### config.mk
export PLATFORM = sky130hd
export DESIGN_NAME = lbc_ctrl
export DESIGN_NICKNAME = d
export VERILOG_FILES = /design/src/lbc_pkg.sv /design/src/lbc_buf2.sv /design/src/lbc_ctrl.sv
export VERILOG_INCLUDE_DIRS = /design/src /design/src/src
export SDC_FILE = /design/constraint.sdc
export NUM_CORES = 1
export LEC_CHECK = 0
export ABC_AREA = 1
export BUFFER_PORTS_ARGS = -buffer_cell sky130_fd_sc_hd__buf_2
export CAP_MARGIN = 10
export CORE_ASPECT_RATIO = 2
export CORE_MARGIN = 2
export CORE_UTILIZATION = 48
export CTS_BUF_LIST = sky130_fd_sc_hd__clkbuf_4
export DETAILED_ROUTE_END_ITERATION = 10
export HOLD_SLACK_MARGIN = 0.06
export PLACE_DENSITY = 0.72
export SKIP_CTS_REPAIR_TIMING = 1
export SLEW_MARGIN = 10
export SYNTH_ARGS = -nofsm -noshare
export SYNTH_HDL_FRONTEND = slang
export SYNTH_SLANG_ARGS = --single-unit
### constraint.sdc
create_clock -name sys_clk -period 3.7 [get_ports sys_clk]
set_input_delay 0 -clock sys_clk [delete_from_list [all_inputs] [get_ports sys_clk]]
set_output_delay 0 -clock sys_clk [all_outputs]
set_load 0.03 [all_outputs]
### src/lbc_defines.svh
`ifndef LBC_DEFINES_SVH
`define LBC_DEFINES_SVH

// Clock period in picoseconds (25 MHz)
`define LBC_CLK_PS      40000

// Memory timing figures in their own units
`define LBC_T_RCD_NS    20
`define LBC_T_RP_NS     20
`define LBC_T_RC_NS     70
`define LBC_T_RRD_NS    15
`define LBC_T_RFC_NS    80
`define LBC_T_XSR_NS    120
`define LBC_T_WR_NS     15
`define LBC_T_REFI_PS   7812500

// Least times round up to whole cycles
`define LBC_C_RCD       ((`LBC_T_RCD_NS * 1000 + `LBC_CLK_PS - 1) / `LBC_CLK_PS)
`define LBC_C_RP        ((`LBC_T_RP_NS * 1000 + `LBC_CLK_PS - 1) / `LBC_CLK_PS)
`define LBC_C_RC        ((`LBC_T_RC_NS * 1000 + `LBC_CLK_PS - 1) / `LBC_CLK_PS)
`define LBC_C_RRD       ((`LBC_T_RRD_NS * 1000 + `LBC_CLK_PS - 1) / `LBC_CLK_PS)
`define LBC_C_RFC       ((`LBC_T_RFC_NS * 1000 + `LBC_CLK_PS - 1) / `LBC_CLK_PS)
`define LBC_C_XSR       ((`LBC_T_XSR_NS * 1000 + `LBC_CLK_PS - 1) / `LBC_CLK_PS)
`define LBC_C_WR        ((`LBC_T_WR_NS * 1000 + `LBC_CLK_PS - 1) / `LBC_CLK_PS)
// Longest time rounds down
`define LBC_C_REFI      (`LBC_T_REFI_PS / `LBC_CLK_PS)

// Read data path
`define LBC_CAS_LAT     3
`define LBC_RD_CAP      (`LBC_CAS_LAT + 2)

// Address bit that carries auto precharge / all-bank precharge
`define LBC_A_AP        10

// Command pin codes {cs_n, ras_n, cas_n, we_n}
`define LBC_CMD_NOP     4'h7
`define LBC_CMD_ACT     4'h3
`define LBC_CMD_READ    4'h5
`define LBC_CMD_WRITE   4'h4
`define LBC_CMD_PRE     4'h2
`define LBC_CMD_REF     4'h1
`define LBC_CMD_BST     4'h6

`endif

### src/lbc_pkg.sv
package lbc_pkg;

    // User operations
    typedef enum logic [2:0] {
        OP_READ  = 3'h0,
        OP_WRITE = 3'h1,
        OP_SREF  = 3'h2,
        OP_DPD   = 3'h3,
        OP_WAKE  = 3'h4
    } lbc_op_t;

    // Sequencer states
    typedef enum logic [6:0] {
        S_IDLE  = 7'h01,
        S_PLAN  = 7'h02,
        S_WAIT  = 7'h04,
        S_WDATA = 7'h08,
        S_RDATA = 7'h10,
        S_SREF  = 7'h20,
        S_DPD   = 7'h40
    } lbc_state_t;

    // Whole controller state
    typedef struct packed {
        lbc_state_t       st;
        lbc_state_t       ret;
        logic [7:0]       wait_cnt;
        logic [7:0]       ref_cnt;
        logic             ref_due;
        logic [3:0]       rrd_cnt;
        logic [3:0][3:0]  rc_cnt;
        logic [3:0]       bank_open;
        logic [3:0][12:0] bank_row;
        lbc_op_t          req_op;
        logic [1:0]       req_bank;
        logic [12:0]      req_row;
        logic [8:0]       req_col;
        logic             req_ap;
        logic [31:0]      req_wdata;
        logic [3:0]       req_wmask;
        logic [3:0]       ph;
        logic [15:0]      rd_lo;
        logic [31:0]      rdata;
        logic             rvalid;
        logic             asleep;
        logic             cke;
        logic [3:0]       cmd;
        logic [1:0]       ba;
        logic [12:0]      addr;
        logic [1:0]       mask;
        logic [15:0]      dq_out;
        logic             dq_oe;
        logic [15:0]      dq_s1;
        logic [15:0]      dq_s2;
    } lbc_ctrl_t;

endpackage
### src/lbc_buf2.sv
`timescale 1ns/1ps
`default_nettype none

module lbc_buf2 #(
    parameter int W = 64
) (
    input  wire logic         sys_clk,
    input  wire logic         rst,
    input  wire logic         in_valid,
    output logic              in_ready,
    input  wire logic [W-1:0] in_data,
    output logic              out_valid,
    input  wire logic         out_ready,
    output logic [W-1:0]      out_data
);
    typedef struct packed {
        logic [1:0][W-1:0] mem;
        logic              wp;
        logic              rp;
        logic [1:0]        cnt;
        logic              rdy;
    } lbc_buf_t;

    lbc_buf_t q;
    lbc_buf_t d;
    logic     push;
    logic     pop;

    // Handshakes on both sides
    assign push      = in_valid && q.rdy;
    assign pop       = out_valid && out_ready;
    assign in_ready  = q.rdy;
    assign out_valid = (q.cnt != 2'h0);
    assign out_data  = q.mem[q.rp];

    // Pointer and fill bookkeeping
    always_comb begin
        d = q;
        if (push) begin
            d.mem[q.wp] = in_data;
            d.wp        = ~q.wp;
        end
        if (pop) begin
            d.rp = ~q.rp;
        end
        d.cnt = 2'(q.cnt + {1'b0, push} - {1'b0, pop});
        d.rdy = (d.cnt != 2'h2); // Ready drops once both entries hold
    end

    // State register
    always_ff @(posedge sys_clk) begin
        if (rst) begin
            q     <= '0;
            q.rdy <= 1'b1;
        end else begin
            q <= d;
        end
    end
endmodule

`default_nettype wire

### src/lbc_ctrl.sv
`timescale 1ns/1ps
`default_nettype none
`include "lbc_defines.svh"

module lbc_ctrl (
    input  wire logic            sys_clk,
    input  wire logic            rst,
    input  wire logic            user_valid,
    output logic                 user_ready,
    input  wire lbc_pkg::lbc_op_t user_op,
    input  wire logic [1:0]      user_bank,
    input  wire logic [12:0]     user_row,
    input  wire logic [8:0]      user_col,
    input  wire logic            user_auto_pre,
    input  wire logic [31:0]     user_wdata,
    input  wire logic [3:0]      user_wmask,
    output logic [31:0]          user_rdata,
    output logic                 user_rvalid,
    output logic                 user_asleep,
    output logic                 cke,
    output logic                 cs_n,
    output logic                 ras_n,
    output logic                 cas_n,
    output logic                 we_n,
    output logic                 bank_select_low,
    output logic                 bank_select_high,
    output logic [12:0]          addr,
    output logic [1:0]           byte_write_mask,
    output logic [15:0]          dq_out,
    output logic                 dq_oe,
    input  wire logic [15:0]     dq_in
);
    import lbc_pkg::*;

    localparam int REQ_W = 64;

    lbc_ctrl_t        q;
    lbc_ctrl_t        d;
    logic             req_valid;
    logic             req_pop;
    logic [REQ_W-1:0] req_data;
    logic [1:0]       b;
    logic             set_ref;
    logic             clr_ref;

    // Request buffer between user port and sequencer
    lbc_buf2 #(
        .W(REQ_W)
    ) u_req_buf (
        .sys_clk  (sys_clk),
        .rst      (rst),
        .in_valid (user_valid),
        .in_ready (user_ready),
        .in_data  ({user_op, user_bank, user_row, user_col, user_auto_pre, user_wdata, user_wmask}),
        .out_valid(req_valid),
        .out_ready(req_pop),
        .out_data (req_data)
    );

    // Pins straight from the state register
    assign cke              = q.cke;
    assign cs_n             = q.cmd[3];
    assign ras_n            = q.cmd[2];
    assign cas_n            = q.cmd[1];
    assign we_n             = q.cmd[0];
    assign bank_select_low  = q.ba[0];
    assign bank_select_high = q.ba[1];
    assign addr             = q.addr;
    assign byte_write_mask  = q.mask;
    assign dq_out           = q.dq_out;
    assign dq_oe            = q.dq_oe;
    assign user_rdata       = q.rdata;
    assign user_rvalid      = q.rvalid;
    assign user_asleep      = q.asleep;
    assign b                = q.req_bank;

    // Sequencer next state
    always_comb begin
        d        = q;
        req_pop  = 1'b0;
        set_ref  = 1'b0;
        clr_ref  = 1'b0;
        d.cmd    = `LBC_CMD_NOP;
        d.dq_oe  = 1'b0;
        d.mask   = 2'h3;
        d.rvalid = 1'b0;
        d.dq_s1  = dq_in;
        d.dq_s2  = q.dq_s1;
        // Per-bank row cycle and bank-to-bank timers
        for (int i = 0; i < 4; i++) begin
            if (q.rc_cnt[i] != 4'h0) begin
                d.rc_cnt[i] = 4'(q.rc_cnt[i] - 4'h1);
            end
        end
        if (q.rrd_cnt != 4'h0) begin
            d.rrd_cnt = 4'(q.rrd_cnt - 4'h1);
        end
        // Refresh interval timer, paused while asleep
        if (!q.asleep) begin
            if (q.ref_cnt == 8'h00) begin
                d.ref_cnt = 8'(`LBC_C_REFI - 1);
                set_ref   = 1'b1;
            end else begin
                d.ref_cnt = 8'(q.ref_cnt - 8'h01);
            end
        end
        case (q.st)
            S_IDLE: begin
                if (q.ref_due) begin
                    if (|q.bank_open) begin
                        d.cmd              = `LBC_CMD_PRE;
                        d.addr             = 13'h0000;
                        d.addr[`LBC_A_AP]  = 1'b1;
                        d.bank_open        = 4'h0;
                        d.wait_cnt         = 8'(`LBC_C_RP);
                        d.ret              = S_IDLE;
                        d.st               = S_WAIT;
                    end else begin
                        d.cmd      = `LBC_CMD_REF;
                        d.cke      = 1'b1;
                        clr_ref    = 1'b1;
                        d.wait_cnt = 8'(`LBC_C_RFC);
                        d.ret      = S_IDLE;
                        d.st       = S_WAIT;
                    end
                end else if (req_valid) begin
                    req_pop     = 1'b1;
                    d.req_op    = lbc_op_t'(req_data[63:61]);
                    d.req_bank  = req_data[60:59];
                    d.req_row   = req_data[58:46];
                    d.req_col   = req_data[45:37];
                    d.req_ap    = req_data[36];
                    d.req_wdata = req_data[35:4];
                    d.req_wmask = req_data[3:0];
                    d.st        = (lbc_op_t'(req_data[63:61]) == OP_WAKE) ? S_IDLE : S_PLAN;
                end
            end
            S_PLAN: begin
                if (q.req_op == OP_READ || q.req_op == OP_WRITE) begin
                    if (q.bank_open[b] && q.bank_row[b] == q.req_row) begin
                        d.cmd  = (q.req_op == OP_READ) ? `LBC_CMD_READ : `LBC_CMD_WRITE;
                        d.ba   = b;
                        d.addr = {2'h0, q.req_ap, 1'b0, q.req_col};
                        d.ph   = 4'h0;
                        d.st   = (q.req_op == OP_READ) ? S_RDATA : S_WDATA;
                        if (q.req_ap) begin
                            d.bank_open[b] = 1'b0;
                        end
                    end else if (q.bank_open[b]) begin
                        d.cmd          = `LBC_CMD_PRE;
                        d.ba           = b;
                        d.addr         = 13'h0000;
                        d.bank_open[b] = 1'b0;
                        d.wait_cnt     = 8'(`LBC_C_RP);
                        d.ret          = S_PLAN;
                        d.st           = S_WAIT;
                    end else if (q.rc_cnt[b] == 4'h0 && q.rrd_cnt == 4'h0) begin
                        d.cmd          = `LBC_CMD_ACT;
                        d.ba           = b;
                        d.addr         = q.req_row;
                        d.bank_open[b] = 1'b1;
                        d.bank_row[b]  = q.req_row;
                        d.rc_cnt[b]    = 4'(`LBC_C_RC);
                        d.rrd_cnt      = 4'(`LBC_C_RRD);
                        d.wait_cnt     = 8'(`LBC_C_RCD);
                        d.ret          = S_PLAN;
                        d.st           = S_WAIT;
                    end
                end else if (|q.bank_open) begin
                    d.cmd             = `LBC_CMD_PRE;
                    d.addr            = 13'h0000;
                    d.addr[`LBC_A_AP] = 1'b1;
                    d.bank_open       = 4'h0;
                    d.wait_cnt        = 8'(`LBC_C_RP);
                    d.ret             = S_PLAN;
                    d.st              = S_WAIT;
                end else if (q.req_op == OP_SREF) begin
                    d.cmd    = `LBC_CMD_REF; // Self refresh entry
                    d.cke    = 1'b0;
                    d.asleep = 1'b1;
                    d.st     = S_SREF;
                end else begin
                    d.cmd    = `LBC_CMD_BST; // Deep power-down entry
                    d.cke    = 1'b0;
                    d.asleep = 1'b1;
                    d.st     = S_DPD;
                end
            end
            S_WAIT: begin
                if (q.wait_cnt <= 8'h01) begin
                    d.st = q.ret;
                end else begin
                    d.wait_cnt = 8'(q.wait_cnt - 8'h01);
                end
            end
            S_WDATA: begin
                d.dq_oe = 1'b1;
                if (q.ph == 4'h0) begin
                    d.dq_out = q.req_wdata[15:0];
                    d.mask   = q.req_wmask[1:0];
                    d.ph     = 4'h1;
                end else begin
                    d.dq_out   = q.req_wdata[31:16];
                    d.mask     = q.req_wmask[3:2];
                    d.wait_cnt = 8'(`LBC_C_WR + `LBC_C_RP);
                    d.ret      = S_IDLE;
                    d.st       = S_WAIT;
                end
            end
            S_RDATA: begin
                d.ph = 4'(q.ph + 4'h1);
                if (q.ph == 4'(`LBC_RD_CAP)) begin
                    d.rd_lo = q.dq_s2;
                end else if (q.ph == 4'(`LBC_RD_CAP + 1)) begin
                    d.rdata    = {q.dq_s2, q.rd_lo};
                    d.rvalid   = 1'b1;
                    d.wait_cnt = 8'(`LBC_C_RP);
                    d.ret      = S_IDLE;
                    d.st       = q.req_ap ? S_WAIT : S_IDLE;
                end
            end
            S_SREF, S_DPD: begin
                // Only a wake request leaves; anything else is dropped
                if (req_valid) begin
                    req_pop = 1'b1;
                    if (lbc_op_t'(req_data[63:61]) == OP_WAKE) begin
                        d.cke      = 1'b1;
                        d.asleep   = 1'b0;
                        set_ref    = 1'b1;
                        d.ref_cnt  = 8'(`LBC_C_REFI - 1);
                        d.wait_cnt = 8'(`LBC_C_XSR);
                        d.ret      = S_IDLE;
                        d.st       = S_WAIT;
                    end
                end
            end
            default: begin
                d.st = S_IDLE;
            end
        endcase
        // A new due refresh wins over the clear of the old one
        d.ref_due = set_ref || (q.ref_due && !clr_ref);
    end

    // State register
    always_ff @(posedge sys_clk) begin
        if (rst) begin
            q         <= '0;
            q.st      <= S_IDLE;
            q.ret     <= S_IDLE;
            q.cke     <= 1'b1;
            q.cmd     <= `LBC_CMD_NOP;
            q.mask    <= 2'h3;
            q.ref_cnt <= 8'(`LBC_C_REFI - 1);
        end else begin
            q <= d;
        end
    end

    // Pin command decode and spacing counters for checking
    localparam int REF_SLACK = `LBC_C_REFI + 40;
    logic       is_act;
    logic       is_rw;
    logic       is_ref;
    logic       is_pre;
    logic [7:0] since_act;
    logic [7:0] since_pre;
    logic [8:0] since_ref;
    assign is_act = cke && q.cmd == `LBC_CMD_ACT;
    assign is_rw  = cke && (q.cmd == `LBC_CMD_READ || q.cmd == `LBC_CMD_WRITE);
    assign is_ref = cke && q.cmd == `LBC_CMD_REF;
    assign is_pre = q.cmd == `LBC_CMD_PRE;

    // Distance counters; since_act and since_pre saturate, since_ref wraps
    always_ff @(posedge sys_clk) begin
        if (rst) begin
            since_act <= 8'hff;
            since_pre <= 8'hff;
            since_ref <= 9'h000;
        end else begin
            since_act <= is_act ? 8'h00 : ((since_act == 8'hff) ? since_act : 8'(since_act + 8'h01));
            since_pre <= is_pre ? 8'h00 : ((since_pre == 8'hff) ? since_pre : 8'(since_pre + 8'h01));
            since_ref <= (is_ref || q.asleep) ? 9'h000 : 9'(since_ref + 9'h001);
        end
    end
endmodule

`default_nettype wire

# Word-level counts from Yosys, hierarchy flattened
# Index checks and enable logic that the tools add are counted.
[totals]
rom_bits = 0
ram_bits = 0
output_inout_bits = 74
word_cells = 253
ff_bits = 429
n_memories = 0
latch_bits = 0
[op_classes]
bitwise = 14
magnitude_cmp = 6
shift = 0
n_reduce_logical = 45
addsub = 10
n_mul = 0
div_mod_pow = 0
n_eq_ne = 34
mux = 102
[ops]
columns = ["cell", "n"]
rows = [
  ["64-bit 2-to-1 mux", 3],
  ["22-bit 2-to-1 mux", 6],
  ["128-bit bitwise mux", 1],
  ["20-bit 2-to-1 mux", 4],
  ["76-bit 2-to-1 mux", 1],
  ["18-bit 2-to-1 mux", 4],
  ["4-bit 2-to-1 mux", 17],
  ["13-bit 2-to-1 mux", 5],
  ["64-bit demux with 1-bit select", 1],
  ["30-bit 2-to-1 mux", 2],
  ["52-bit bitwise mux", 1],
  ["8-bit case mux with 6 select lines", 1],
  ["15-bit 2-to-1 mux", 3],
  ["7-bit 2-to-1 mux", 6],
  ["7-bit case mux with 6 select lines", 1],
  ["7-bit case mux with 5 select lines", 1],
  ["8-bit 2-to-1 mux", 4],
  ["2-bit inequality test (second input constant)", 14],
  ["13-bit binary-select mux with 2-bit select", 1],
  ["13-bit demux with 2-bit select", 1],
  ["13-bit case mux with 2 select lines", 1],
  ["4-bit nonzero test", 5],
  ["4-bit by 1-bit subtractor with 4-bit output (second input constant)", 5],
  ["1-bit 2-to-1 mux", 16],
  ["other kinds (64)", 107],
]

# Longest topological paths before layout
# Gate-level depths: netlist of the first run.
[depth]
ltp_word = 11
mapped_depth = 19
depth_no_buf = 17

# Hierarchy
# From an unflattened synthesis of the first run, not the netlist that was laid out.
[unflattened]
hier_cells = 2423
area_unflattened_um2 = 18325.1
[modules_own_cells]
columns = ["module", "instances", "cells_per_inst", "seq_area_each_um2", "area_per_inst_um2"]
rows = [
  ["lbc_ctrl", 1, 1762, 5805.6, 12864.8],
  ["lbc_buf2", 1, 661, 2662.6, 5460.2],
]

# Worst setup path before layout of the first run
# OpenSTA, ideal clock, no wires.
[synth_timing]
path_kind = "register -> register"
startpoint = "register q[291] (netlist name)"
endpoint = "register u_req_buf.q (netlist bit u_req_buf.in_ready)"
t_arrival_ps = 2271
synth_period_minus_slack_ps = 2390
setup_ps = 119
path_slack_ps = 1310
stages_incl_launch_ff = 16
cell_sequence = "dfxtp_1 nor2_2 inv_1 nor3_1 nand2_1 nor2_2 nand2_2 buf_2 nand2_1 ha_1 inv_1 ha_1 xor2_1 o21ai_0 a21oi_1 nand2_1"
[synth_via]
elab_chain_len = 6
elab_cells_between_ends = 8
cone_classes = "add/sub: 1; eq/ne: 4; mux: 1; reduce/logical: 2"
[synth_rtl]
columns = ["element", "line", "source"]
rows = [
  ["start: declaration", "lbc_ctrl.sv:37", "lbc_ctrl_t q;"],
  ["7-bit by 6-bit equality test with 1-bit output / 7-bit equality test (equally long branches)", "lbc_ctrl.sv:107", "case (q.st)"],
  ["2-bit OR reduction", "lbc_ctrl.sv:107", ""],
  ["1-bit case mux with 2 select lines *", "lbc_ctrl.sv:107", ""],
  ["1-bit logical AND *", "lbc_buf2.sv:31", "assign pop = out_valid && out_ready;"],
  ["named net u_req_buf.pop", "lbc_buf2.sv:27", "logic pop;"],
  ["2-bit by 1-bit subtractor with 2-bit output *", "lbc_buf2.sv:46", "d.cnt = 2'(q.cnt + {1'b0, push} - {1'b0, pop});"],
  ["2-bit inequality test *", "lbc_buf2.sv:47", "d.rdy = (d.cnt != 2'h2);"],
  ["end: declaration", "lbc_buf2.sv:24", "lbc_buf_t q;"],
]
# The timed path passes the listed nets; every way through them passes the cells marked *.
# A chain may end at the register's enable or synchronous reset.

# Worst setup path after layout of the first run
[layout_timing]
startpoint = "register q (netlist bit b[1])"
endpoint = "register q (netlist bit addr[3])"
[layout_via]
elab_chain_len = 7
elab_cells_between_ends = 16
cone_classes = "eq/ne: 2; mux: 10; reduce/logical: 4"
[layout_rtl]
columns = ["element", "line", "source"]
rows = [
  ["13-bit binary-select mux with 2-bit select", "lbc_ctrl.sv:140", "if (q.bank_open[b] && q.bank_row[b] == q.req_row) begin"],
  ["13-bit 2-to-1 mux (not written as such)", "lbc_ctrl.sv:140", ""],
  ["13-bit equality test", "lbc_ctrl.sv:140", ""],
  ["1-bit logical AND", "lbc_ctrl.sv:140", ""],
  ["18-bit 2-to-1 mux", "lbc_ctrl.sv:140", ""],
  ["13-bit 2-to-1 mux", "lbc_ctrl.sv:139", "if (q.req_op == OP_READ || q.req_op == OP_WRITE) begin"],
  ["13-bit case mux with 2 select lines", "lbc_ctrl.sv:107", ""],
]
# Parallel ways exist; a longest one is shown, timed or not. The select of a mux whose other input is x is not followed.

==> summary.md, run 1 <==
| Metric | Value |
|---|---|
| Status | complete, no violations |
| Final Routed Wirelength | 49.79 mm |
| R2R depth | 14 |
| Peak VDD IR | 0.0004728 V |
| Crit Path Category | reg -> reg |
| Setup crit end | addr[3]$_SDFFE_PP0P_ |
| Die area | 39850 um^2 |
| HP Start | user_row[6] |
| Inserted Clock Buffers | 96 |
| Worst-Skew Late Latency | 810 ps |
| Final Cycle Share | 77.36% |
| Most used DFF post-synth | dfxtp_1 |
| Syn Std Cell Area | 18320 um^2 |
| Port bufs | 155 |
| H-tree depth | 3 |
| Worst slew margin | 27.26% |
| Cell taking the most area after synthesis | dfxtp_1 |
| CP Cell Sequence | inv_2 > nand2_2 > o22ai_1 > nor2_1 > inv_1 > nor2_4 > nand2_4 > nand2_4 > inv_2 > nand2_1 > nand2_1 > nand3_1 > nand2_1 > inv_1 |
| Pwr/cell area | 632.8 nW/um^2 |
| Worst r2r src | b[1]$_SDFFE_PP0P_ |
| CTS Root Cell | clkbuf_4 |
| Critical path's slowest cell | inv_1 |
| Yosys reg bits | 423 |
| RR Endpoint | addr[3]$_SDFFE_PP0P_ |
| Max cap viols | 0 |
| Tmin final | 2862 ps |
| Nets | 2807 |
| Pin count of the biggest net entering global routing | 160 |
| # DRC | 0 |
| All-layer global routing usage | 23.76% |
| Least-Margin Pin Slew | 1091 ps |
| Hold Vio Cnt, Final | 0 |
| Hold WC Path Type | in -> reg |
| RSZ-0062 raised after global routing | no |
| Syn avg cell area | 7.439 um^2 |
| Setup Viol. Count Final | 0 |
| Post-synthesis instance total | 2463 |
| Vias in the first global route | 15480 |
| Drt first-iter violations | 964 |
| Crit start category | flip-flop |
| Critical path arrival | 3550 ps |
| 1st-pass router iterations | 5 |
| Commonest non-fill, non-tap cell in the layout | dfxtp_1 |
| Final Skew | 54.84 ps |
| Largest cells by area after synthesis | dfxtp_1, nor2_1, o21ai_0 |
| Max-slew violation count | 0 |
| Internal reg-to-reg setup slack | 840 ps |
| TNS Setup | 0 ps |
| Clk buf depth | 3 |
| Nature of the critical path endpoint | flip-flop |
| Die Y | 280.3 um |
| Io pins | 157 |
| Number of synthesized flops with an enable pin | 0 |
| CTS tree | yes |
| Critical Path Source | b[1]$_SDFFE_PP0P_ |
| WL per Instance | 15.36 um |
| Core ar. | 37790 um^2 |
| Gpl congestion | 0.9165 |
| Mean number of vias per cell | 5.275 |
| Initial antenna violation count | 2 |
| Leak | 9.591 nW |
| Placed Area | 18760 um^2 |
| Slowest cell delay on critical path | 420 ps |
| First-pass GRT wire length | 76.40 mm |
| Rows | 101 |
| Reg clk slew, reported paths | 60 ps |
| Crit path top cell by count | nand2_1 |
| Sink Count | 423 |
| Ys Warns | 0 |
| Critical Path RT | 4390 ps |
| Finished layout cell area | 21770 um^2 |
| Synth cell types | 48 |
| Max Freq | 349.4 MHz |
| Post-synth net total | 2561 |
| Crit Path Max Fanout | 17 |
| DP HPWL | 32.44 mm |
| Layout cells sized above 1 | 13.90% |
| Routed Antenna Nets | 0 |
| Initial core utilization | 48.49% |
| Synth top area share | 46.22% |
| P&R area growth vs syn | 18.81% |
| FFs w/ async S/R, synth | 0% |
| Commonest non-fill, non-tap cells in the layout | dfxtp_1, nor2_1, nand2_1 |
| Seq/Total Area, Yosys | 46.22% |
| Routed vias | 17100 |
| Die W | 142.2 um |
| Grt ovf | 0 |
[flip-flops by register name (all words and copies together) (netlist names)]
signal / count
q: 200
u_req_buf.q: 132
user_rdata: 32
d: 16
dq_out: 16
addr: 13
b: 2
byte_write_mask: 2
bank_select_high: 1
bank_select_low: 1
cas_n: 1
cke: 1
dq_oe: 1
ras_n: 1
u_req_buf.in_ready: 1
user_asleep: 1
user_rvalid: 1
we_n: 1
[where the power goes]
group	internal [mW]	total [mW]	switching, mW
combinational	1.40	4.36	2.96
clock	1.83	3.63	1.80
sequential	5.24	5.79	0.550
[how the worst min path moves through the flow]
| stage | to | slack, ps | cells after the start |
|---|---|---|---|
| 4_1_cts | d[2]$_SDFF_PP0_ | -690 | 3 |
| 3_3_place_gp | d[2]$_SDFF_PP0_ | 210 | 3 |
| 3_5_place_dp | d[2]$_SDFF_PP0_ | 220 | 3 |
| 5_1_grt | u_req_buf.q[24]$_SDFFE_PP0P_ | 60 | 4 |
| 2_1_floorplan | d[0]$_SDFF_PP0_ | 110 | 2 |
| 6_report | u_req_buf.q[121]$_SDFFE_PP0P_ | 30 | 4 |
[stage by stage]
step,hold slack [ps],std cells,utilization (%),power (mW),worst slack [ps]
3_5_place_dp,218.1,2894,49.64,10.04,881.6
4_1_cts,-685.1,3060,52.83,13.72,861.1
5_1_grt,55.69,3242,57.61,14.70,569.8
6_report,27.75,3242,57.61,13.78,837.6
2_1_floorplan,107.0,2463,-,8.895,1310
3_3_place_gp,210.6,2894,49.64,9.911,945.2
[synthesized netlist by cell type (5+ instances only)]
cell / number
a211oi_1: 97
a211oi_2: 14
a21oi_1: 215
a31oi_1: 9
buf_2: 15
buf_4: 70
buf_6: 7
clkbuf_1: 110
dfxtp_1: 423
ha_1: 15
inv_1: 297
inv_2: 10
nand2_1: 342
nand2_2: 6
nand3_1: 97
nand4_1: 15
nor2_1: 357
nor2_4: 5
nor3_1: 16
o2111ai_1: 5
o21ai_0: 266
o21ai_1: 8
xor2_1: 11
[cells by family (layout without fill, tap and decap cells)]
family                     count (synthesis)  count (layout)  share of synthesized area (%)
buffers and inverters                    516             830                          12.41
AOI/OAI and AO/OA                        626             626                          19.33
and+or+nand+nor                          867             867                          20.28
other                                      1               3                        0.02047
xor gates and xnor gates                  15              15                         0.7170
adders and majority gates                 15              15                          1.024
DFF                                      423             423                          46.22
[routing by layer]
| layer | wire (um) | GRT usage, % | vias to the layer above |
|---|---|---|---|
| met2 | 26590 | 43.78 | 558 |
| met1 | 18390 | 24.60 | 7926 |
| met4 | 2179 | 12.95 | 0 |
| met5 | 0 | 0 | - |
| li1 | - | - | 8479 |
| met3 | 2631 | 5.223 | 137 |
[worst max-delay path: cells and delay by family, from the launching register on]
family / cells / cell delay (ps)
AND/OR/NAND/NOR: 9 / 1120
AO/OA/AOI/OAI: 1 / 220
buffers and inverters: 4 / 1030
flip-flops: 1 / 390
[cell type report]
class                      count  area, um^2
antenna                        2       5.005
clock buffer                 143        1074
clock inverter                23       132.6
fill                        3400       16020
inverter                     311        1176
multi-input combinational   1524        7600
sequential                   423        8472
tap                          463       579.3
timing repair buffer         353        2731
Power figures use the tool's default switching activity.
==> run 2, diff against run 1 <==
- PLACE_DENSITY: 0.72 -> 0.75
- clock period: 3.7 -> 2.4 ns (I/O delays scaled with it)
==> run 2 against run 1 <==
Cell count rose by 1.4%. Fmax rose by 27%. Total power rose by 56%. Clock power rose by 52%. Die area did not move. Worst hold slack got worse by 8.0 ps. Critical path type unchanged.
==> summary.md, run 2 (synthesized netlist as in run 1, its figures left out) <==
| Metric | Value |
|---|---|
| Status | complete, no violations |
| # DRC | 0 (unchanged) |
| Pwr/cell area | 966.3 nW/um^2 (+53%) |
| Commonest non-fill, non-tap cell in the layout | dfxtp_1 |
| Io pins | 157 (unchanged) |
| Hold Vio Cnt, Final | 0 (unchanged) |
| Crit Path Max Fanout | 64 (+47) |
| Routed Antenna Nets | 0 (unchanged) |
| Pin count of the biggest net entering global routing | 173 (+8.1%) |
| Critical Path Source | u_req_buf.in_ready$_SDFF_PP1_ |
| Final core utilization | 58.94% (+1.3 points) |
| Final Routed Wirelength | 50.70 mm (+1.8%) |
| Slowest cell delay on critical path | 540 ps (+120 ps) |
| CTS tree | yes |
| Crit Path Category | reg -> reg |
| Mean number of vias per cell | 5.210 (-1.2%) |
| Port bufs | 155 (unchanged) |
| DP HPWL | 32.26 mm (-0.58%) |
| Setup Viol. Count Final | 0 (unchanged) |
| Fill cell count | 3277 (-3.6%) |
| Inserted Clock Buffers | 93 (-3.1%) |
| Max-slew violation count | 0 (unchanged) |
| Drt first-iter violations | 964 (unchanged) |
| WL per Instance | 15.43 um (+0.47%) |
| Clk buf depth | 3 (unchanged) |
| Sink Count | 423 (unchanged) |
| H-tree depth | 3 (unchanged) |
| HP Start | user_wdata[15] |
| Worst path buffer plus inverter count | 3 (-1) |
| Routed vias | 17120 (+0.11%) |
| Most flops, register | q |
| P&R area growth vs syn | 21.54% |
| Die area | 39850 um^2 (unchanged) |
| Die Y | 280.3 um (unchanged) |
| 1st-pass router iterations | 5 (unchanged) |
| Nature of the critical path endpoint | flip-flop |
| Vias in the first global route | 15680 (+1.2%) |
| All-layer global routing usage | 23.29% (-0.47 points) |
| Crit path top cell by count | nor2_1 |
| CP Cell Sequence | nand2_1 > nor2_1 > clkinv_2 > buf_12 > nor2_1 > nor2_1 > dlygate4sd3_1 |
| Hold WC Path Type | in -> reg |
| Post-Place Cells | 2922 (+0.97%) |
| Worst slew margin | 33.55% (+6.3 points) |
| Crit start category | flip-flop |
| Leak | 9.862 nW (+2.8%) |
| CP delay by family, top | buffers and inverters |
| Initial core utilization | 48.49% (unchanged) |
| Max Freq | 443.4 MHz (+27%) |
| Worst r2r src | u_req_buf.in_ready$_SDFF_PP1_ |
| Reg clk slew, reported paths | 80 ps (+20 ps) |
| Critical path arrival | 2950 ps (-600 ps) |
| Worst-Skew Late Latency | 810 ps (about the same) |
| Critical path's slowest cell | dlygate4sd3_1 |
| Least-Margin Pin Slew | 996.7 ps (-94.34 ps) |
| First-pass GRT wire length | 75.05 mm (-1.8%) |
| Max cap viols | 0 (unchanged) |
| Tmin final | 2255 ps (-607.1 ps) |
| Die W | 142.2 um (unchanged) |
| Final Cycle Share | 93.97% (+17 points) |
| Largest register FFs | 200 (unchanged) |
| Layout cells sized above 1 | 14.85% (+0.95 points) |
| Core ar. | 37790 um^2 (unchanged) |
| Peak VDD IR | 0.0006027 V (+27%) |
| Final Skew | 48.30 ps (-6.541 ps) |
| Gpl congestion | 0.9898 (+8.0%) |
| Nets | 2852 (+1.6%) |
| Rows | 101 (unchanged) |
| RSZ-0062 raised after global routing | yes |
| Critical Path RT | 3090 ps (-1300 ps) |
| Commonest non-fill, non-tap cells in the layout | dfxtp_1, nor2_1, nand2_1 |
| Finished Layout Cells | 3286 (+1.4%) |
| Hold Slack | 19.74 ps (-8.017 ps) |
| Initial antenna violation count | 2 (unchanged) |
| CTS Root Cell | clkbuf_4 |
| Grt ovf | 0 (unchanged) |
==> run 2: final timing paths <==
path	endpoint	slack [ps]	cells after the start
worst max-delay path	u_req_buf.q[68]$_SDFFE_PP0P_	140	7
worst min-delay path	u_req_buf.q[24]$_SDFFE_PP0P_	20	4
worst max register to register	u_req_buf.q[68]$_SDFFE_PP0P_	140	7
worst min register to register	q[9]$_SDFF_PP0_	390	2
==> run 2: routing by layer <==
layer  global-route usage [%]  wire [um]
met1                    23.07      18350
met2                    43.24      27080
met3                    4.864       2418
met4                    14.82       2849
met5                        0          0
==> run 2: area by class of cell <==
type                            instances  area [um^2]  area share, %
Inverter                              311         1181          5.304
Timing Repair Buffer                  401         3222          14.47
Multi-Input combinational cell       1524         7632          34.27
Sequential cell                       423         8474          38.05
Antenna cell                            2        5.005        0.02247
Clock buffer                          131        983.4          4.416
Tap cell                              463        579.3          2.601
Clock inverter                         31        192.7         0.8652
==> run 2: stage by stage <==
step | total power, mW | setup WS [ps] | TNS (ps) | area (um^2)
after floorplan | 13.71 | 9.869 | 0 | 18320
after global placement | 15.44 | 104.9 | 0 | 19050
after detailed placement | 15.66 | 10.29 | 0 | 19050
after CTS | 21.20 | 34.86 | 0 | 20230
after global routing | 22.91 | -28.79 | -75.54 | 22270
final | 21.52 | 144.6 | 0 | 22270
==> run 2: worst register-to-register path: cells and delay by family, from the launching register on <==
kind	cells	cell delay, ps
DFF	1	420
and+or+nand+nor	4	650
buffers and inverters	3	1080
==> run 2: report_power, final <==
part / switching, mW / internal [mW] / leakage, nW
clock network: 2.77 / 2.74 / 0.691
logic: 4.71 / 2.47 / 5.71
registers: 0.751 / 8.08 / 3.46
